<file path="config.mk">
export PLATFORM = sky130hd
export DESIGN_NAME = plm_lane_status
export DESIGN_NICKNAME = d
export VERILOG_FILES = /design/src/logic/plm_lane_status.v /design/src/logic/plm_lane_tracker.v
export VERILOG_INCLUDE_DIRS = /design/src /design/src/logic
export SDC_FILE = /design/constraint.sdc
export NUM_CORES = 1
export LEC_CHECK = 0
export BUFFER_PORTS_ARGS = -buffer_cell sky130_fd_sc_hd__buf_2
export CORE_UTILIZATION = 45
export DETAILED_ROUTE_END_ITERATION = 12
export PLACE_DENSITY = 0.85
export SLEW_MARGIN = 20
export SYNTH_ARGS = -nofsm -noshare
export SYNTH_HDL_FRONTEND = slang
export SYNTH_HIERARCHICAL = 1
export SYNTH_SLANG_ARGS = --single-unit
</file>
<file path="constraint.sdc">
create_clock -name clk -period 2.15 [get_ports clk]
set_input_delay 0.215 -clock clk [delete_from_list [all_inputs] [get_ports clk]]
set_output_delay 0.215 -clock clk [all_outputs]
set_load 0.01 [all_outputs]
</file>
<file path="src/logic/plm_defines.vh">
// Register offsets, field positions and reset values for the lane map and fault status block.
`ifndef PLM_DEFINES_VH
`define PLM_DEFINES_VH

`define PLM_ADDR_W 8
`define PLM_NUM_LANES 20
`define PLM_ID_W 5
`define PLM_MAX_ID 5'h13

`define PLM_REG_STATUS 8'h00
`define PLM_REG_SYNCED 8'h04
`define PLM_REG_IRQ_STATUS 8'h08
`define PLM_REG_IRQ_MASK 8'h0c
`define PLM_REG_CONTROL 8'h10
`define PLM_REG_LANE_BASE 8'h20
`define PLM_REG_LANE_LAST 8'h6c

`define PLM_IRQ_W 4
`define PLM_IRQ_FAULT_SET 0
`define PLM_IRQ_FAULT_CLR 1
`define PLM_IRQ_SYNC_LOST 2
`define PLM_IRQ_ALL_SYNCED 3

`define PLM_CTRL_RESYNC 0
`define PLM_STATUS_FAULT 0
`define PLM_STATUS_ALL_SYNCED 1
`define PLM_LANE_SYNC_BIT 5

`define PLM_IRQ_MASK_RESET 4'h0
`define PLM_CTRL_RESET 1'h0

`endif

</file>
<file path="src/logic/plm_lane_status.v">
// Receive status top: remote fault level, per-lane sync flags and lane map, register port and interrupt.
//
// Behaviour
// - The remote fault output is high while a remote fault is detected on the receive path and low otherwise.
// - The remote fault output is a level that holds for as long as the condition lasts.
// - Each physical lane presents a five-bit number of the logical lane received on it.
// - Twenty independent lane number fields exist, indexed by physical lane from zero.
// - A lane number field is valid only while that lane's sync flag is 1, and observers ignore it otherwise.
// - The lane number fields are levels that continuously follow the current lane mapping.
// - A lane's sync flag is 1 only once the lane has block lock and has received a lane marker.
//
// Local design decisions: the address-and-strobe port and the placing of the registers.
`include "plm_defines.vh"

module plm_lane_status #(
    parameter NUM_LANES = `PLM_NUM_LANES,
    parameter ID_W = `PLM_ID_W
) (
    input wire clk,
    input wire reset_n,
    input wire remoteFaultIn,
    input wire [NUM_LANES-1:0] laneBlockLock,
    input wire [NUM_LANES-1:0] laneMarkerValid,
    input wire [NUM_LANES*ID_W-1:0] laneMarkerId,
    output reg remoteFault,
    output wire [NUM_LANES-1:0] laneSynced,
    output wire [NUM_LANES*ID_W-1:0] laneNumber,
    input wire [`PLM_ADDR_W-1:0] regAddr,
    input wire [31:0] regWriteData,
    input wire regWrite,
    input wire regRead,
    output reg [31:0] regReadData,
    output wire irq
);

    // ------------------------------------------------------------
    // Lane trackers
    // ------------------------------------------------------------
    reg resyncCtrl;
    reg resyncPulse;
    wire allSynced;

    // Each lane keeps its own flag and number, so a lane that loses lock leaves the others alone.
    // A resync write reaches every lane in the same cycle.
    genvar g;
    generate
        for (g = 0; g < NUM_LANES; g = g + 1) begin : lane
            plm_lane_tracker #(
                .ID_W(ID_W)
            ) tracker (
                .clk(clk),
                .reset_n(reset_n),
                .resync(resyncPulse),
                .blockLock(laneBlockLock[g]),
                .markerValid(laneMarkerValid[g]),
                .markerLane(laneMarkerId[g*ID_W +: ID_W]),
                .synced(laneSynced[g]),
                .laneNumber(laneNumber[g*ID_W +: ID_W])
            );
        end
    endgenerate

    // Every lane must be synced at once; a single lane short keeps this low.
    assign allSynced = &laneSynced;

    // ------------------------------------------------------------
    // Remote fault level
    // ------------------------------------------------------------
    // No synchroniser: the fault condition comes from logic on this same clock.
    always @(posedge clk or negedge reset_n) begin
        if (!reset_n) begin
            remoteFault <= 1'b0;
        end else begin
            // Followed every cycle, so the output stays high exactly as long as the condition.
            remoteFault <= remoteFaultIn;
        end
    end

    // ------------------------------------------------------------
    // Event detection
    // ------------------------------------------------------------
    reg prevFault;
    reg prevAllSynced;
    reg [NUM_LANES-1:0] prevSynced;
    wire [`PLM_IRQ_W-1:0] events;
    wire faultRose;
    wire faultFell;
    wire laneLost;
    wire allBecameSynced;

    // The previous values reset to the outputs' own reset levels, so no false edge follows reset.
    always @(posedge clk or negedge reset_n) begin
        if (!reset_n) begin
            prevFault <= 1'b0;
            prevAllSynced <= 1'b0;
            prevSynced <= {NUM_LANES{1'b0}};
        end else begin
            prevFault <= remoteFault;
            prevAllSynced <= allSynced;
            prevSynced <= laneSynced;
        end
    end

    // Edges are taken from the registered outputs, so an event is flagged in the cycle the output moves and its status bit sets on the next edge.
    assign faultRose = remoteFault & ~prevFault;
    assign faultFell = ~remoteFault & prevFault;
    // A resync also counts as a loss, since software must then treat the lane numbers as stale.
    assign laneLost = |(prevSynced & ~laneSynced);
    assign allBecameSynced = allSynced & ~prevAllSynced;

    assign events[`PLM_IRQ_FAULT_SET] = faultRose;
    assign events[`PLM_IRQ_FAULT_CLR] = faultFell;
    assign events[`PLM_IRQ_SYNC_LOST] = laneLost;
    assign events[`PLM_IRQ_ALL_SYNCED] = allBecameSynced;

    // ------------------------------------------------------------
    // Registers and interrupt
    // ------------------------------------------------------------
    // Register map: every word is 32 bits wide and unused bits read as zero.
    // Offset 8'h00 holds the remote fault level in bit 0 and the all-lanes-synced level in bit 1, read only.
    // Offset 8'h04 holds the twenty lane sync flags in bits 19:0, read only.
    // Offset 8'h08 is interrupt status, cleared by writing ones: bit 0 fault rose, bit 1 fault fell,
    // bit 2 some lane lost sync, bit 3 every lane became synced.
    // Offset 8'h0c is the interrupt mask with the same layout, and it is zero after reset.
    // Offset 8'h10 is control, bit 0 resync, which reads back as last written.
    // Offsets 8'h20 to 8'h6c give lane n at 8'h20 plus four times n: bits 4:0 number, bit 5 sync flag.
    // Writes to read-only or unmapped offsets are dropped, and reads of unmapped offsets return zero.
    reg [`PLM_IRQ_W-1:0] irqStatus;
    reg [`PLM_IRQ_W-1:0] irqMask;
    wire [`PLM_IRQ_W-1:0] irqClear;
    wire writeIrqStatus;
    wire writeIrqMask;
    wire writeControl;
    wire laneHit;
    wire [`PLM_ADDR_W-1:0] laneOffset;
    wire [`PLM_ADDR_W-3:0] laneIndex;

    assign writeIrqStatus = regWrite && (regAddr == `PLM_REG_IRQ_STATUS);
    assign writeIrqMask = regWrite && (regAddr == `PLM_REG_IRQ_MASK);
    assign writeControl = regWrite && (regAddr == `PLM_REG_CONTROL);
    assign irqClear = writeIrqStatus ? regWriteData[`PLM_IRQ_W-1:0] : {`PLM_IRQ_W{1'b0}};

    always @(posedge clk or negedge reset_n) begin
        if (!reset_n) begin
            irqStatus <= {`PLM_IRQ_W{1'b0}};
            irqMask <= `PLM_IRQ_MASK_RESET;
            resyncCtrl <= `PLM_CTRL_RESET;
            resyncPulse <= 1'b0;
        end else begin
            // A new event in the cycle of its clear stays set.
            irqStatus <= (irqStatus & ~irqClear) | events;
            resyncPulse <= 1'b0;
            if (writeIrqMask) begin
                irqMask <= regWriteData[`PLM_IRQ_W-1:0];
            end
            if (writeControl) begin
                resyncCtrl <= regWriteData[`PLM_CTRL_RESYNC];
                // A written one drops every lane's sync once; lanes then relock from fresh markers.
                resyncPulse <= regWriteData[`PLM_CTRL_RESYNC];
            end
        end
    end

    // A level: it stays high until software clears the status bit or masks it.
    assign irq = |(irqStatus & irqMask);

    // ------------------------------------------------------------
    // Read data
    // ------------------------------------------------------------
    // The lane window is decoded from the offset; a misaligned offset inside it reads as unmapped.
    assign laneOffset = regAddr - `PLM_REG_LANE_BASE;
    assign laneIndex = laneOffset[`PLM_ADDR_W-1:2];
    assign laneHit = (regAddr >= `PLM_REG_LANE_BASE) && (regAddr <= `PLM_REG_LANE_LAST) &&
                     (regAddr[1:0] == 2'h0);

    reg [31:0] next_regReadData;
    // The loop is a twenty-way select; only the addressed lane drives the word.
    integer i;

    always @* begin
        next_regReadData = 32'h0;
        if (regRead) begin
            case (regAddr)
                `PLM_REG_STATUS: begin
                    next_regReadData[`PLM_STATUS_FAULT] = remoteFault;
                    next_regReadData[`PLM_STATUS_ALL_SYNCED] = allSynced;
                end
                `PLM_REG_SYNCED: begin
                    next_regReadData[NUM_LANES-1:0] = laneSynced;
                end
                `PLM_REG_IRQ_STATUS: begin
                    next_regReadData[`PLM_IRQ_W-1:0] = irqStatus;
                end
                `PLM_REG_IRQ_MASK: begin
                    next_regReadData[`PLM_IRQ_W-1:0] = irqMask;
                end
                `PLM_REG_CONTROL: begin
                    next_regReadData[`PLM_CTRL_RESYNC] = resyncCtrl;
                end
                default: begin
                    if (laneHit) begin
                        for (i = 0; i < NUM_LANES; i = i + 1) begin
                            if (laneIndex == i[`PLM_ADDR_W-3:0]) begin
                                // The sync bit travels with the number so software can tell a stale field.
                                next_regReadData[ID_W-1:0] = laneNumber[i*ID_W +: ID_W];
                                next_regReadData[`PLM_LANE_SYNC_BIT] = laneSynced[i];
                            end
                        end
                    end
                end
            endcase
        end
    end

    // Zero outside the cycle after a read, so a late sample sees nothing rather than an old word.
    always @(posedge clk or negedge reset_n) begin
        if (!reset_n) begin
            regReadData <= 32'h0;
        end else begin
            regReadData <= next_regReadData;
        end
    end

endmodule

</file>
<file path="src/logic/plm_lane_tracker.v">
// Tracker for one physical receive lane: word sync flag and received logical lane number.
`include "plm_defines.vh"

module plm_lane_tracker #(
    parameter ID_W = `PLM_ID_W
) (
    input wire clk,
    input wire reset_n,
    input wire resync,
    input wire blockLock,
    input wire markerValid,
    input wire [ID_W-1:0] markerLane,
    output reg synced,
    output reg [ID_W-1:0] laneNumber
);

    wire markerInRange;

    assign markerInRange = (markerLane <= `PLM_MAX_ID);

    always @(posedge clk or negedge reset_n) begin
        if (!reset_n) begin
            synced <= 1'b0;
            laneNumber <= {ID_W{1'b0}};
        end else if (resync || !blockLock) begin
            synced <= 1'b0;
        end else if (markerValid && markerInRange) begin
            // Sync needs both block lock and a lane marker; out of range identifiers are never taken.
            synced <= 1'b1;
            laneNumber <= markerLane;
        end
    end

endmodule

</file>
==> flow_summary.yaml <==
clocking:
  clock_latency_ns: 0.43
  clk_path_buf_depth: 2
  cts.sinks: 173
  cts-resized-gates: 0
  cts_buffers: 17
  cts_root_buf: "clkbuf_16"
  cts_max_level: 4
  path_clk_slew_ns: 0.07
  cts_tree: "built"
timing:
  rsz0062_at_grt: "no"
  fin_crit_sh_pct: 87.7
  fmaxAchievable_mhz: 530
  fin_ws_ns: 0.264
  hold_slack_ns: 0.00790
  relSlewSlack_pct: 65.9
  skew_ns: 0.00863
  hold_viol_final: 0
  drv_slew: 0
  tightest_slew_ns: 0.511
  setup_tns_ns: 0
  setup_violations: 0
  period_minus_slack_ns: 1.89
synth:
  synth-seq-area-share_pct: 47.4
  synth_edf_count: 0
  synth_area_mm2: 0.00914
  yosys.cell_types.count: 66
  synth_ff_type: "dfrtp_1"
  synth_top_area_share_pct: 47.4
  ys_async_sr_fraction_pct: 100
  ys_ff_latch: 173
  yosysWarnings: 6
  avgSynthCellArea_um2: 11.9
  synth_area_leader_cell: "dfrtp_1"
  syn_inst: 771
  synthTopCellsByArea: "dfrtp_1, mux2_4, nand2_1, nand3_4, nor2b_4"
final_layout:
  seq_area_mm2: 0.00433
  multi_input_area_mm2: 0.00444
  final_common_cell: "buf_2"
  area_growth_pct: 31.6
  fill_cells: 1580
  final_cell_mix: "buf_2, dfrtp_1, nand2_1"
  drive_gt1_share_pct: 48.7
  fin_nets: 1317
placement:
  dp_slack_ns: 0.0393
  place_congestion: 0.926
  port_buffers: 298
  hpwlAfterDp_mm: 23.4
job:
  cap_viol_max_count: 0
power:
  p_int_mw: 6.74
  p_leak_nw: 6.19
  power.density_mw_per_mm2: 807
  pwr-share-clk_pct: 33.4
  vdd_drop_max_mv: 0.509
  switchingPower_mw: 2.97
  combPwrFrac_pct: 23.5
  seqPwrFrac_pct: 43.0
  power_mw: 9.71
  p_sw_share_pct: 30.6
min_path:
  worst_hold_startpoint: "laneMarkerId[55]"
  worstHoldPathType: "in2reg"
worst_setup_path:
  crit_path_end_kind: "flip-flop"
  worstSetupStartpointType: "flip-flop"
  crit_start: "lane[10].tracker/synced"
  required_ns: 2.49
  crit_arrival_ns: 2.23
  r2r_start: "lane[10].tracker/synced"
  crit_fanout: 6
  worstSetupPathType: "reg2reg"
drt:
  postRouteAntennaNets: 0
  drt_iter0_markers: 587
  vias: 7672
  wirelength_mm: 29.8
  routedWlPerCell_um: 21.1
  drcViolationCount: 0
  first_pass_iters: 5
  viasPerCell: 5.44
grt:
  grt-ovfl-total: 0
  grt_pass1_vias: 7464
  antenna_found_initial: 1
  grt_first_pass_wirelength_mm: 44.1
  grt_max_degree: 67
  gr-usage-all-layers_pct: 29.2
die:
  dieArea_mm2: 0.0209
  pin_count: 339
  core_mm2: 0.0197
  row_count: 51
  die_y_um: 145
  start_util_pct: 46.4
  fp.dieW_um: 145
run_status:
  outcome: "completed"
-- registers in the layout, indices dropped and copies added (netlist names) --
| register | count |
|---|---|
| resyncPulse | 1 |
| resyncCtrl | 1 |
| remoteFault | 1 |
| prevFault | 1 |
| irqMask | 4 |
| irqStatus | 4 |
| prevSynced | 20 |
| regReadData | 20 |
| prevAllSynced | 1 |
| lane.tracker/synced | 20 |
| lane.tracker/laneNumber | 100 |
-- through the flow --
step           instance area, µm²  util, %  instances
2_1_floorplan                9190        -        782
3_3_place_gp                11300     57.5       1369
3_5_place_dp                11300     57.5       1369
4_1_cts                     12000     60.7       1402
5_1_grt                     12000     61.0       1409
6_report                    12000     61.0       1409
-- power by group through the flow --
stage          logic (mW)  clock network [mW]  registers [mW]
6_report             2.28                3.25            4.18
3_5_place_dp         2.26                   0            4.22
5_1_grt              2.45                3.46            4.22
2_1_floorplan        1.07                   0            4.23
4_1_cts              2.28                3.30            4.17
3_3_place_gp         2.22                   0            4.22
-- worst paths after layout --
path	end	slack, ns	cells past startpoint
max	regReadData[1]	0.26	6
min reg2reg	irqStatus[3]	0.46	1
max reg2reg	regReadData[1]	0.26	6
min	lane[11].tracker/laneNumber[0]	0.008	2
max in group asynchronous	resyncPulse	1.22	3
min in group asynchronous	lane[9].tracker/laneNumber[1]	0.24	2
-- layer usage --
layer  GRT usage, %  routed length (µm)
met1           38.9               12800
met5              0                   0
met2           47.3               14300
met4           10.6                 836
met3           5.36                1830
-- worst max-delay path: stages, from the launching register on --
cell      delay, ns
dfrtp_1        0.54
nand4_1        0.19
nor3_1         0.46
nand3_1        0.13
a221oi_1       0.33
a21oi_1        0.07
o31ai_1        0.07
-- Yosys cell counts (7+ instances only) --
cell       count
dfrtp_1      173
nand2_1       96
mux2_4        80
inv_1         44
nor3_1        26
a21oi_1       25
mux2i_1       23
nor2_1        23
o21ai_2       21
a2bb2oi_1     20
nand3_4       20
nor2b_4       20
and2_1        15
buf_4         14
o21ai_0       14
buf_2         12
mux2_2        12
o22ai_1       11
nand3_1        9
nand4_1        9
a211oi_1       7
-- timing repair --
action	4_1_cts	5_1_grt
hold buffers	2	6
endpoints found under the hold margin	31	6
setup endpoints to repair	0	0
buffers inserted	0	0
-- layout make-up --
cell class                      count  area share (%)
Sequential cell                   173            36.0
Antenna cell                        1          0.0208
Clock inverter                     13            1.49
Multi-Input combinational cell    528            36.9
Tap cell                          265            2.76
Inverter                           45            1.41
Timing Repair Buffer              366            17.8
Clock buffer                       18            3.65
-- cells by family after synthesis --
group / share of synthesized area, %
and+or+nand+nor: 17.6
other: 0.0410
adders and majority gates: 0.137
AOI/OAI and AO/OA: 12.0
DFF: 47.4
xor gates and xnor gates: 0.397
muxes: 17.9
buffers and inverters: 4.57
Power figures use the tool's default switching activity.
